## config.mk

```make
export PLATFORM = sky130hd
export DESIGN_NAME = ubvc_compare
export DESIGN_NICKNAME = d
export VERILOG_FILES = /design/src/ubvc_pkg.sv /design/src/ubvc_compare.sv
export SDC_FILE = /design/constraint.sdc
export NUM_CORES = 1
export LEC_CHECK = 0
export ABC_AREA = 1
export BUFFER_PORTS_ARGS = -buffer_cell sky130_fd_sc_hd__buf_2
export CAP_MARGIN = 20
export CORE_AREA = 2 2 127 129
export CTS_CLUSTER_DIAMETER = 120
export DETAILED_ROUTE_END_ITERATION = 12
export DIE_AREA = 0 0 129 131
export HOLD_SLACK_MARGIN = 0.12
export PLACE_DENSITY_LB_ADDON = 0.15
export SLEW_MARGIN = 5
export SYNTH_ARGS = -nofsm -noshare
export SYNTH_HDL_FRONTEND = slang
export SYNTH_SLANG_ARGS = --single-unit
```

## constraint.sdc

```tcl
create_clock -name mclk -period 2.6 [get_ports mclk]
set_input_delay 0 -clock mclk [delete_from_list [all_inputs] [get_ports mclk]]
set_output_delay 0 -clock mclk [all_outputs]
set_load 0.1 [all_outputs]
```

## src/ubvc_pkg.sv

```systemverilog
// Purpose: Shared constants and types for the unsigned byte vector compare unit
// Assumes: 64-bit general registers, 32-bit instructions
// Notes:   Register offsets are word aligned byte addresses on APB
package ubvc_pkg;
   localparam logic [5:0] MAJOR_OPCODE    = 6'h1F; // 011111
   localparam logic [5:0] FUNC_EIGHT_BYTE = 6'h15; // 010101
   localparam logic [5:0] FUNC_FOUR_BYTE  = 6'h11; // 010001
   localparam logic [4:0] SUB_GPR_EQ      = 5'h04;
   localparam logic [4:0] SUB_GPR_LT      = 5'h05;
   localparam logic [4:0] SUB_GPR_LE      = 5'h06;
   localparam logic [4:0] SUB_FLG_EQ      = 5'h00;
   localparam logic [4:0] SUB_FLG_LT      = 5'h01;
   localparam logic [4:0] SUB_FLG_LE      = 5'h02;
   localparam logic [4:0] SUB_BOTH_LE     = 5'h1A; // 11010, four-byte form writing both
   localparam int         COND_LSB        = 24;
   localparam int         MAJOR_LSB       = 26;
   localparam int         SUB_LSB         = 6;
   localparam int         DEST_LSB        = 11;
   localparam logic [11:0] OFF_CTRL       = 12'h000;
   localparam logic [11:0] OFF_COND       = 12'h004;
   localparam logic [11:0] OFF_STATUS     = 12'h008;
   localparam logic [11:0] OFF_MASK       = 12'h00C;
   localparam logic [1:0] CTRL_RESET      = 2'h0;
   localparam int         EV_DONE         = 0;
   localparam int         EV_RESV         = 1;
   localparam int         EV_DISABLED     = 2;
   typedef enum {UBVC_EQ, UBVC_LT, UBVC_LE} ubvc_cond_t;
   typedef struct packed {
      logic       valid;
      logic [31:0] instr;
      logic [63:0] opA;
      logic [63:0] opB;
   } ubvc_issue_t;
   typedef struct packed {
      logic       valid;
      logic       gprWrite;
      logic [4:0] dest;
      logic [63:0] data;
      logic       resvExc;
      logic       disabledExc;
   } ubvc_result_t;
endpackage

```

## src/ubvc_compare.sv

```systemverilog
// Purpose: Unsigned byte vector compare execute unit with APB control registers
// Assumes: Issue port driven by decoder on mclk; one result per recognised valid issue, one cycle later
// Notes:   Condition field lives in the control register block reachable over APB
//
// The address map and the APB slave port were decided locally.
`timescale 1ns/1ps
// Operation
// - Eight-byte to-register form: compare eight lanes, results low eight bits, upper zero
// - Lane i of A compared with lane i of B; highest lane to highest bit
// - Four-byte to-register form: four rightmost lanes, low four bits, rest zero
// - Conditions equal, below, not-above, all unsigned per byte
// - To-register subcodes 00100, 00101, 00110; destination in bits 15 to 11
// - Major opcode 011111; function 010101 eight-byte, 010001 four-byte
// - Eight-byte to-flags form writes condition bits 31 to 24
// - Four-byte to-flags form writes condition bits 27 to 24
// - Condition bits 31 to 28 undefined after four-lane flag writes
// - To-flags forms: destination 00000, subcodes 00000, 00001, 00010
// - Four-byte not-above both form writes flags 27..24 and low GPR bits
// - Reserved-instruction exception if absent, disabled exception if switched off
// - No exception ever depends on operand values
module ubvc_compare
   import ubvc_pkg::*;
(
   input  wire logic         mclk,
   input  wire logic         resetn,
   input  wire ubvc_issue_t  issue,
   output ubvc_result_t      result,
   input  wire logic         psel,
   input  wire logic         penable,
   input  wire logic         pwrite,
   input  wire logic [11:0]  paddr,
   input  wire logic [31:0]  pwdata,
   input  wire logic [3:0]   pstrb,
   output logic [31:0]       prdata,
   output logic              pready,
   output logic              pslverr,
   output logic              irq
);

   ////////////////////////////////////////////////////////////////////////////
   // Decode
   logic [31:0] ins;
   logic        isMajor;
   logic        isEight;
   logic        isFour;
   logic [4:0]  sub;
   logic [4:0]  destSel;
   logic        gprForm;
   logic        flagForm;
   logic        bothForm;
   logic        known;
   ubvc_cond_t  cond;

   assign ins     = issue.instr;
   assign sub     = ins[SUB_LSB +: 5];
   assign destSel = ins[DEST_LSB +: 5];
   assign isMajor = ins[MAJOR_LSB +: 6] == MAJOR_OPCODE;
   assign isEight = isMajor && ins[5:0] == FUNC_EIGHT_BYTE;
   assign isFour  = isMajor && ins[5:0] == FUNC_FOUR_BYTE;
   assign gprForm = (isEight || isFour) &&
                    (sub == SUB_GPR_EQ || sub == SUB_GPR_LT || sub == SUB_GPR_LE);
   assign flagForm = (isEight || isFour) && destSel == 5'h00 &&
                     (sub == SUB_FLG_EQ || sub == SUB_FLG_LT || sub == SUB_FLG_LE);
   assign bothForm = isFour && sub == SUB_BOTH_LE;
   assign known    = gprForm || flagForm || bothForm;
   assign cond     = (sub[1:0] == 2'h0) ? UBVC_EQ :
                     (sub[1:0] == 2'h1) ? UBVC_LT : UBVC_LE;

   ////////////////////////////////////////////////////////////////////////////
   // Lane compare
   // Operand format is the issuer's duty; lanes are plain unsigned bytes
   logic [7:0] laneFlag;
   genvar g;
   generate
      for (g = 0; g < 8; g++) begin : lane
         logic [7:0] a;
         logic [7:0] b;
         assign a = issue.opA[8*g +: 8];
         assign b = issue.opB[8*g +: 8];
         assign laneFlag[g] = (cond == UBVC_EQ) ? (a == b) :
                              (cond == UBVC_LT) ? (a <  b) : (a <= b);
      end
   endgenerate

   logic [63:0] gprData;
   assign gprData = isEight ? {56'h0, laneFlag} :
                              {60'h0, laneFlag[3:0]};

   ////////////////////////////////////////////////////////////////////////////
   // Registers: ctrl[0]=implemented, ctrl[1]=enabled
   logic [1:0]  ctrl;
   logic [7:0]  condField;
   logic [2:0]  status;
   logic [2:0]  mask;
   logic        implemented;
   logic        enabled;
   logic        doIssue;
   logic        excResv;
   logic        excDis;
   logic        execOk;
   logic        flagWrite;
   logic [7:0]  next_condField;
   logic [2:0]  events;

   assign implemented = ctrl[0];
   assign enabled     = ctrl[1];
   assign doIssue     = issue.valid && known;
   // Only control bits and a valid, decoded issue gate the exceptions, never operand data
   assign excResv     = doIssue && !implemented;
   assign excDis      = doIssue && implemented && !enabled;
   assign execOk      = doIssue && implemented && enabled;
   assign flagWrite   = execOk && (flagForm || bothForm);
   // Upper four flags are undefined after four-lane writes; cleared here
   assign next_condField = isEight ? laneFlag :
                                     {4'h0, laneFlag[3:0]};
   assign events = {excDis, excResv, execOk};

   logic apbWr;
   logic apbRd;
   logic mapped;
   logic [31:0] rdMux;
   assign apbWr  = psel && penable && pwrite && !pready;
   assign apbRd  = psel && penable && !pwrite && !pready;
   assign mapped = paddr == OFF_CTRL || paddr == OFF_COND ||
                   paddr == OFF_STATUS || paddr == OFF_MASK;
   assign rdMux  = (paddr == OFF_CTRL)   ? {30'h0, ctrl} :
                   (paddr == OFF_COND)   ? {condField, 24'h0} :
                   (paddr == OFF_STATUS) ? {29'h0, status} :
                   (paddr == OFF_MASK)   ? {29'h0, mask} : 32'h0;

   logic wrCtrl;
   logic wrCond;
   logic wrStat;
   logic wrMask;
   assign wrCtrl = apbWr && paddr == OFF_CTRL && pstrb[0];
   assign wrCond = apbWr && paddr == OFF_COND && pstrb[3];
   assign wrStat = apbWr && paddr == OFF_STATUS && pstrb[0];
   assign wrMask = apbWr && paddr == OFF_MASK && pstrb[0];

   ////////////////////////////////////////////////////////////////////////////
   always_ff @(posedge mclk or negedge resetn) begin
      if (!resetn) begin
         ctrl      <= CTRL_RESET;
         condField <= 8'h00;
         status    <= 3'h0;
         mask      <= 3'h0;
      end else begin
         if (wrCtrl)
            ctrl <= pwdata[1:0];
         // Instruction flag write takes priority over a racing bus write
         if (flagWrite)
            condField <= next_condField;
         else if (wrCond)
            condField <= pwdata[31:24];
         // Set wins over write-one-to-clear
         status <= (status & ~(wrStat ? pwdata[2:0] : 3'h0)) | events;
         if (wrMask)
            mask <= pwdata[2:0];
      end
   end

   always_ff @(posedge mclk or negedge resetn) begin
      if (!resetn) begin
         result  <= '0;
         prdata  <= 32'h0;
         pready  <= 1'b0;
         pslverr <= 1'b0;
         irq     <= 1'b0;
      end else begin
         result.valid       <= doIssue;
         result.gprWrite    <= execOk && (gprForm || bothForm);
         result.dest        <= destSel;
         result.data        <= gprData;
         result.resvExc     <= excResv;
         result.disabledExc <= excDis;
         pready  <= psel && penable && !pready;
         pslverr <= psel && penable && !pready && !mapped;
         prdata  <= apbRd ? rdMux : 32'h0;
         irq     <= |(((status & ~(wrStat ? pwdata[2:0] : 3'h0)) | events) & mask);
      end
   end

endmodule

```

# After elaboration in Yosys (flattened, before gate mapping)
# Cells that the tools add are included.
# totals
wordCells	136
ff_bits	68
# classes
n_mux	28
n_lt_le_gt_ge	16
reduce_logical	52
eq_ne	22
bitwise_logic	4
# ops
operator	count
2-to-1 mux 32 bit	3
== test 8 bit	8
less-or-equal comparator 8 bit	8
< comparator 8 bit	8
logical NOT 32 bit	1
2-to-1 mux 8 bit	4
logical AND 1 bit	28
== test 12 x 4 -> 1 bit, second input constant	2
== test 6 x 5 -> 1 bit, second input constant	3
2-to-1 mux 1 bit	16
== test 5 x 3 -> 1 bit, second input constant	3
== test 12 x 3 -> 1 bit, second input constant	1
logical NOT 12 bit	1
logical OR 1 bit	12
logical NOT 5 bit	2
2-to-1 mux 3 bit	3
AND 3 bit	2
== test 5 x 1 -> 1 bit, second input constant	1
== test 5 x 2 -> 1 bit, second input constant	1
== test 5 bit, second input constant	1
logical NOT 1 bit	5
== test 2 x 1 -> 1 bit, second input constant	2
2-to-1 mux 2 bit	2
NOT 3 bit	1
other kinds (4)	4

# Depth between registers and ports, before layout
# logic_depth
word_depth	13
mapped_depth	13
ltp_nobuf	13

# Worst setup path after synthesis
# No wires, ideal clock.
# synth_path
kind	reg2reg
from	reg pready
to	reg condField[5]
path_slack_ps	747
path_buffers	1
setup_ps	116
stages_incl_launch_ff	10
required_ps	2484
arrival_ps	1736
cell_sequence	dfrtp_1 -> nor2_1 -> inv_2 -> nor2_4 -> nand3_4 -> buf_6 -> nor2_2 -> o21bai_1 -> nand2_1 -> nand2_1
# synth_between
elab_chain_len	5
# synth_rtl
element	line	source
from (decl)	ubvc_compare.sv:35	output logic pready,
from (signal assigned)	ubvc_compare.sv:176	pready <= psel && penable && !pready;
logical NOT 1 bit	ubvc_compare.sv:122	assign apbWr = psel && penable && pwrite && !pready;
logical AND 1 bit	ubvc_compare.sv:122	
logical AND 1 bit (2 in a row)	ubvc_compare.sv:136	assign wrCond = apbWr && paddr == OFF_COND && pstrb[3];
nonzero test 2 bit (no source line)	--	
to (signal assigned)	ubvc_compare.sv:152	condField <= next_condField;
to (signal assigned)	ubvc_compare.sv:154	condField <= pwdata[31:24];
to (decl)	ubvc_compare.sv:92	logic [7:0] condField;
# No other way between the ends.
# A chain may end at the register's enable or synchronous reset.

# Worst setup path after layout
# layout_path
from	in penable
to	reg prdata[27]
# layout_between
elab_chain_len	4
# layout_rtl
element	line	source
from (decl)	ubvc_compare.sv:29	input wire logic penable,
logical AND 1 bit (3 in a row)	ubvc_compare.sv:123	assign apbRd = psel && penable && !pwrite && !pready;
2-to-1 mux 32 bit	ubvc_compare.sv:178	prdata <= apbRd ? rdMux : 32'h0;
to (signal assigned)	ubvc_compare.sv:178	
to (decl)	ubvc_compare.sv:34	output logic [31:0] prdata,
# No other way between the ends.

==> impl_metrics.ini <==
[worst_setup_path]
crit_arrival_ns = 2.30
slowest_stage = nor2_1
crit_chain = dlygate4sd3_1 > buf_2 > nand2_1 > dlygate4sd3_1 > nor2_1 > inv_2 > nor2_1 > nand2_1 > nor2_1
crit_type = in -> reg
cp_max_fo = 12
r2r_setup_slack_ns = 1.05
start_kind = input port
crit_top_cell = nor2_1
critPathLaunch = penable
cp.required_ns = 2.82
slowest_delay_ns = 0.57
cp-end-kind = flip-flop
reg2reg_from = pready$_DFF_PN0_
crit_end = prdata[27]$_DFF_PN0_
r2r-end = prdata[27]$_DFF_PN0_
rr_worst_depth = 5

[grt]
grt_pass1_wl_mm = 18.20
overflow = 0
antenna_found_initial = 0
grt_max_degree = 31
grt_pass1_vias = 3924
grtUsageTotal = 0.1359

[timing]
max_slew_margin = 0.5115
finalSetupViolations = 0
hold_violations = 0
clock_skew_ns = 0.005274
setup_slack_ns = 0.5224
tightestPinTransition_ns = 0.7300
min_period_ns = 2.078
finalCritPeriodShare = 0.7991
slew_viol_final = 0
rsz0062_at_grt = false
finalSetupTns_ns = 0
fmax_ghz = 0.4813

[placed_design]
gp_congestion = 0.7612
io_buffers = 211
hpwl_mm = 10.40
postPlaceCellArea_um2 = 5532
dp_slack_ns = 1.032

[cts]
clockBufferDepth = 2
postCtsSetupRepairBufs = 0
cts.clk_slew.worst_paths_ns = 0.07
insertion_delay_ns = 0.29
numCtsBuffers = 5
clock_tree.htree_level_count = 2
cts_tree = done
numClockSinks = 47
cts_root_buf = clkbuf_16

[cells_and_area]
insertedDiodeCount = 0
layout_commonest_cell = buf_2
design_area_um2 = 5846
final_cell_mix = 211 x buf_2, 117 x inv_1, 92 x nand2_1, 77 x conb_1, 64 x ha_1
drive_gt1_frac = 0.3051
fin_util = 0.3748
syn2layout_area_growth_pct = 29.74
nNetsFinal = 1103
nFillCells = 1714

[die]
rows = 46
die_h_um = 131
num_io_pins = 322
start_util = 0.2889
die_x_um = 129
die_area_um2 = 16900
coreArea_um2 = 15600

[hold_path]
hold_class = in -> reg

[route]
drc = 0
routedWlPerCell_um = 11.37
drtAntennaViolNets = 0
viasPerCell = 3.984
totalWireLength_mm = 11.85
drt-initial-drc-count = 137
vias = 4151
dr.pass1.iters = 4

[yosys]
seq_area_frac_synth = 0.2610
syn_inst = 592
avgSynthCellArea_um2 = 7.611
yosys_warnings = 0
yosysUniqueCellTypes = 36
ys_ff_latch = 47
syn_area_um2 = 4506

[status]
outcome = complete, no violations

[power]
powerDensity_nw_per_um2 = 419.0
ir_drop_mv = 0.3766
power_leakage_uw = 0.003600
total_power_uw = 2449

[job]
cap_viol_max_count = 0
-- final cells by class --
type / count / area [um^2] / share of cell area
inverter: 120 / 450.4 / 0.07705
multi-input combinational: 422 / 2571 / 0.4399
sequential: 47 / 1176 / 0.2012
clock inverter: 3 / 18.77 / 0.003211
clock buffer: 5 / 125.1 / 0.02140
tap: 216 / 270.3 / 0.04623
timing repair buffer: 229 / 1234 / 0.2110
-- timing repair --
| action | CTS | global route |
|---|---|---|
| hold endpoints to repair | 37 | 0 |
| gates resized for setup | 0 | 0 |
| hold buffers | 17 | 0 |
-- cell usage after synthesis, drive strengths merged --
cell / number / area share
inv: 120 / 0.10
nand2: 100 / 0.093
buf: 78 / 0.13
ha: 64 / 0.18
nor2: 53 / 0.060
dfrtp: 47 / 0.26
a21oi: 31 / 0.034
nand3: 30 / 0.046
o21ai: 19 / 0.021
nand4: 16 / 0.026
o21bai: 8 / 0.013
nor3: 7 / 0.0078
o21a: 5 / 0.0083
o211ai: 2 / 0.0033
or2: 2 / 0.0028
a211oi: 1 / 0.0017
a31oi: 1 / 0.0014
and3: 1 / 0.0014
clkbuf: 1 / 0.00083
conb: 1 / 0.00083
nand3b: 1 / 0.0017
nor3b: 1 / 0.0017
o221ai: 1 / 0.0019
o31ai: 1 / 0.0017
o41ai: 1 / 0.0019
-- logic make-up after synthesis --
family                     Yosys count  share of synthesized area
AOI/OAI and AO/OA                   70                    0.08915
adders and majority gates           64                     0.1777
buffers and inverters              199                     0.2316
DFF                                 47                     0.2610
other                                1                  0.0008323
and+or+nand+nor                    211                     0.2397
-- metrics by stage --
stage	hold WS (ns)	instances
final	0.1209	1042
after CTS	0.1242	1042
after global placement	-0.04160	1017
after global routing	0.1422	1042
after floorplan	-0.2956	668
after detailed placement	-0.04050	1017
-- registers in the layout, indices dropped and copies added, names as in the netlist --
signal	count
result	17
pslverr	1
pready	1
status	3
mask	3
ctrl	2
condField	8
prdata	11
irq	1
-- critical path: cells and delay by family --
family / cells / cell delay (ns)
buffers and inverters: 4 / 1.27
AND/OR/NAND/NOR: 5 / 1.04
-- per-layer routing --
metal | GRT usage | vias up | wire, um | part of all wire
met1 | 0.1628 | 1784 | 4981 | 0.42
met3 | 0.02809 | 7 | 840 | 0.071
li1 | - | 2191 | - | -
met5 | 0 | - | 0 | 0
met4 | 0.02558 | 0 | 99 | 0.0084
met2 | 0.2530 | 169 | 5929 | 0.50
-- worst min path at each step --
stage               cells after the start                       end      from  slack [ns]
floorplan                               0  condField[0]$_DFFE_PN0P_    resetn       -0.30
global placement                        1      result[72]$_DFF_PN0_    resetn       -0.04
detailed placement                      1      result[72]$_DFF_PN0_    resetn       -0.04
CTS                                     4       prdata[2]$_DFF_PN0_  paddr[3]        0.12
global route                            4       prdata[2]$_DFF_PN0_  paddr[3]        0.14
finish                                  4       prdata[2]$_DFF_PN0_  paddr[3]        0.12
-- report_power, final --
| group | total, uW | switching (uW) | leakage [uW] | internal, uW |
|---|---|---|---|---|
| clock network | 646 | 290 | 0.0000740 | 357 |
| registers | 748 | 3.61 | 0.000636 | 744 |
| logic | 1050 | 818 | 0.00289 | 236 |
(Power assumes the default switching activity.)
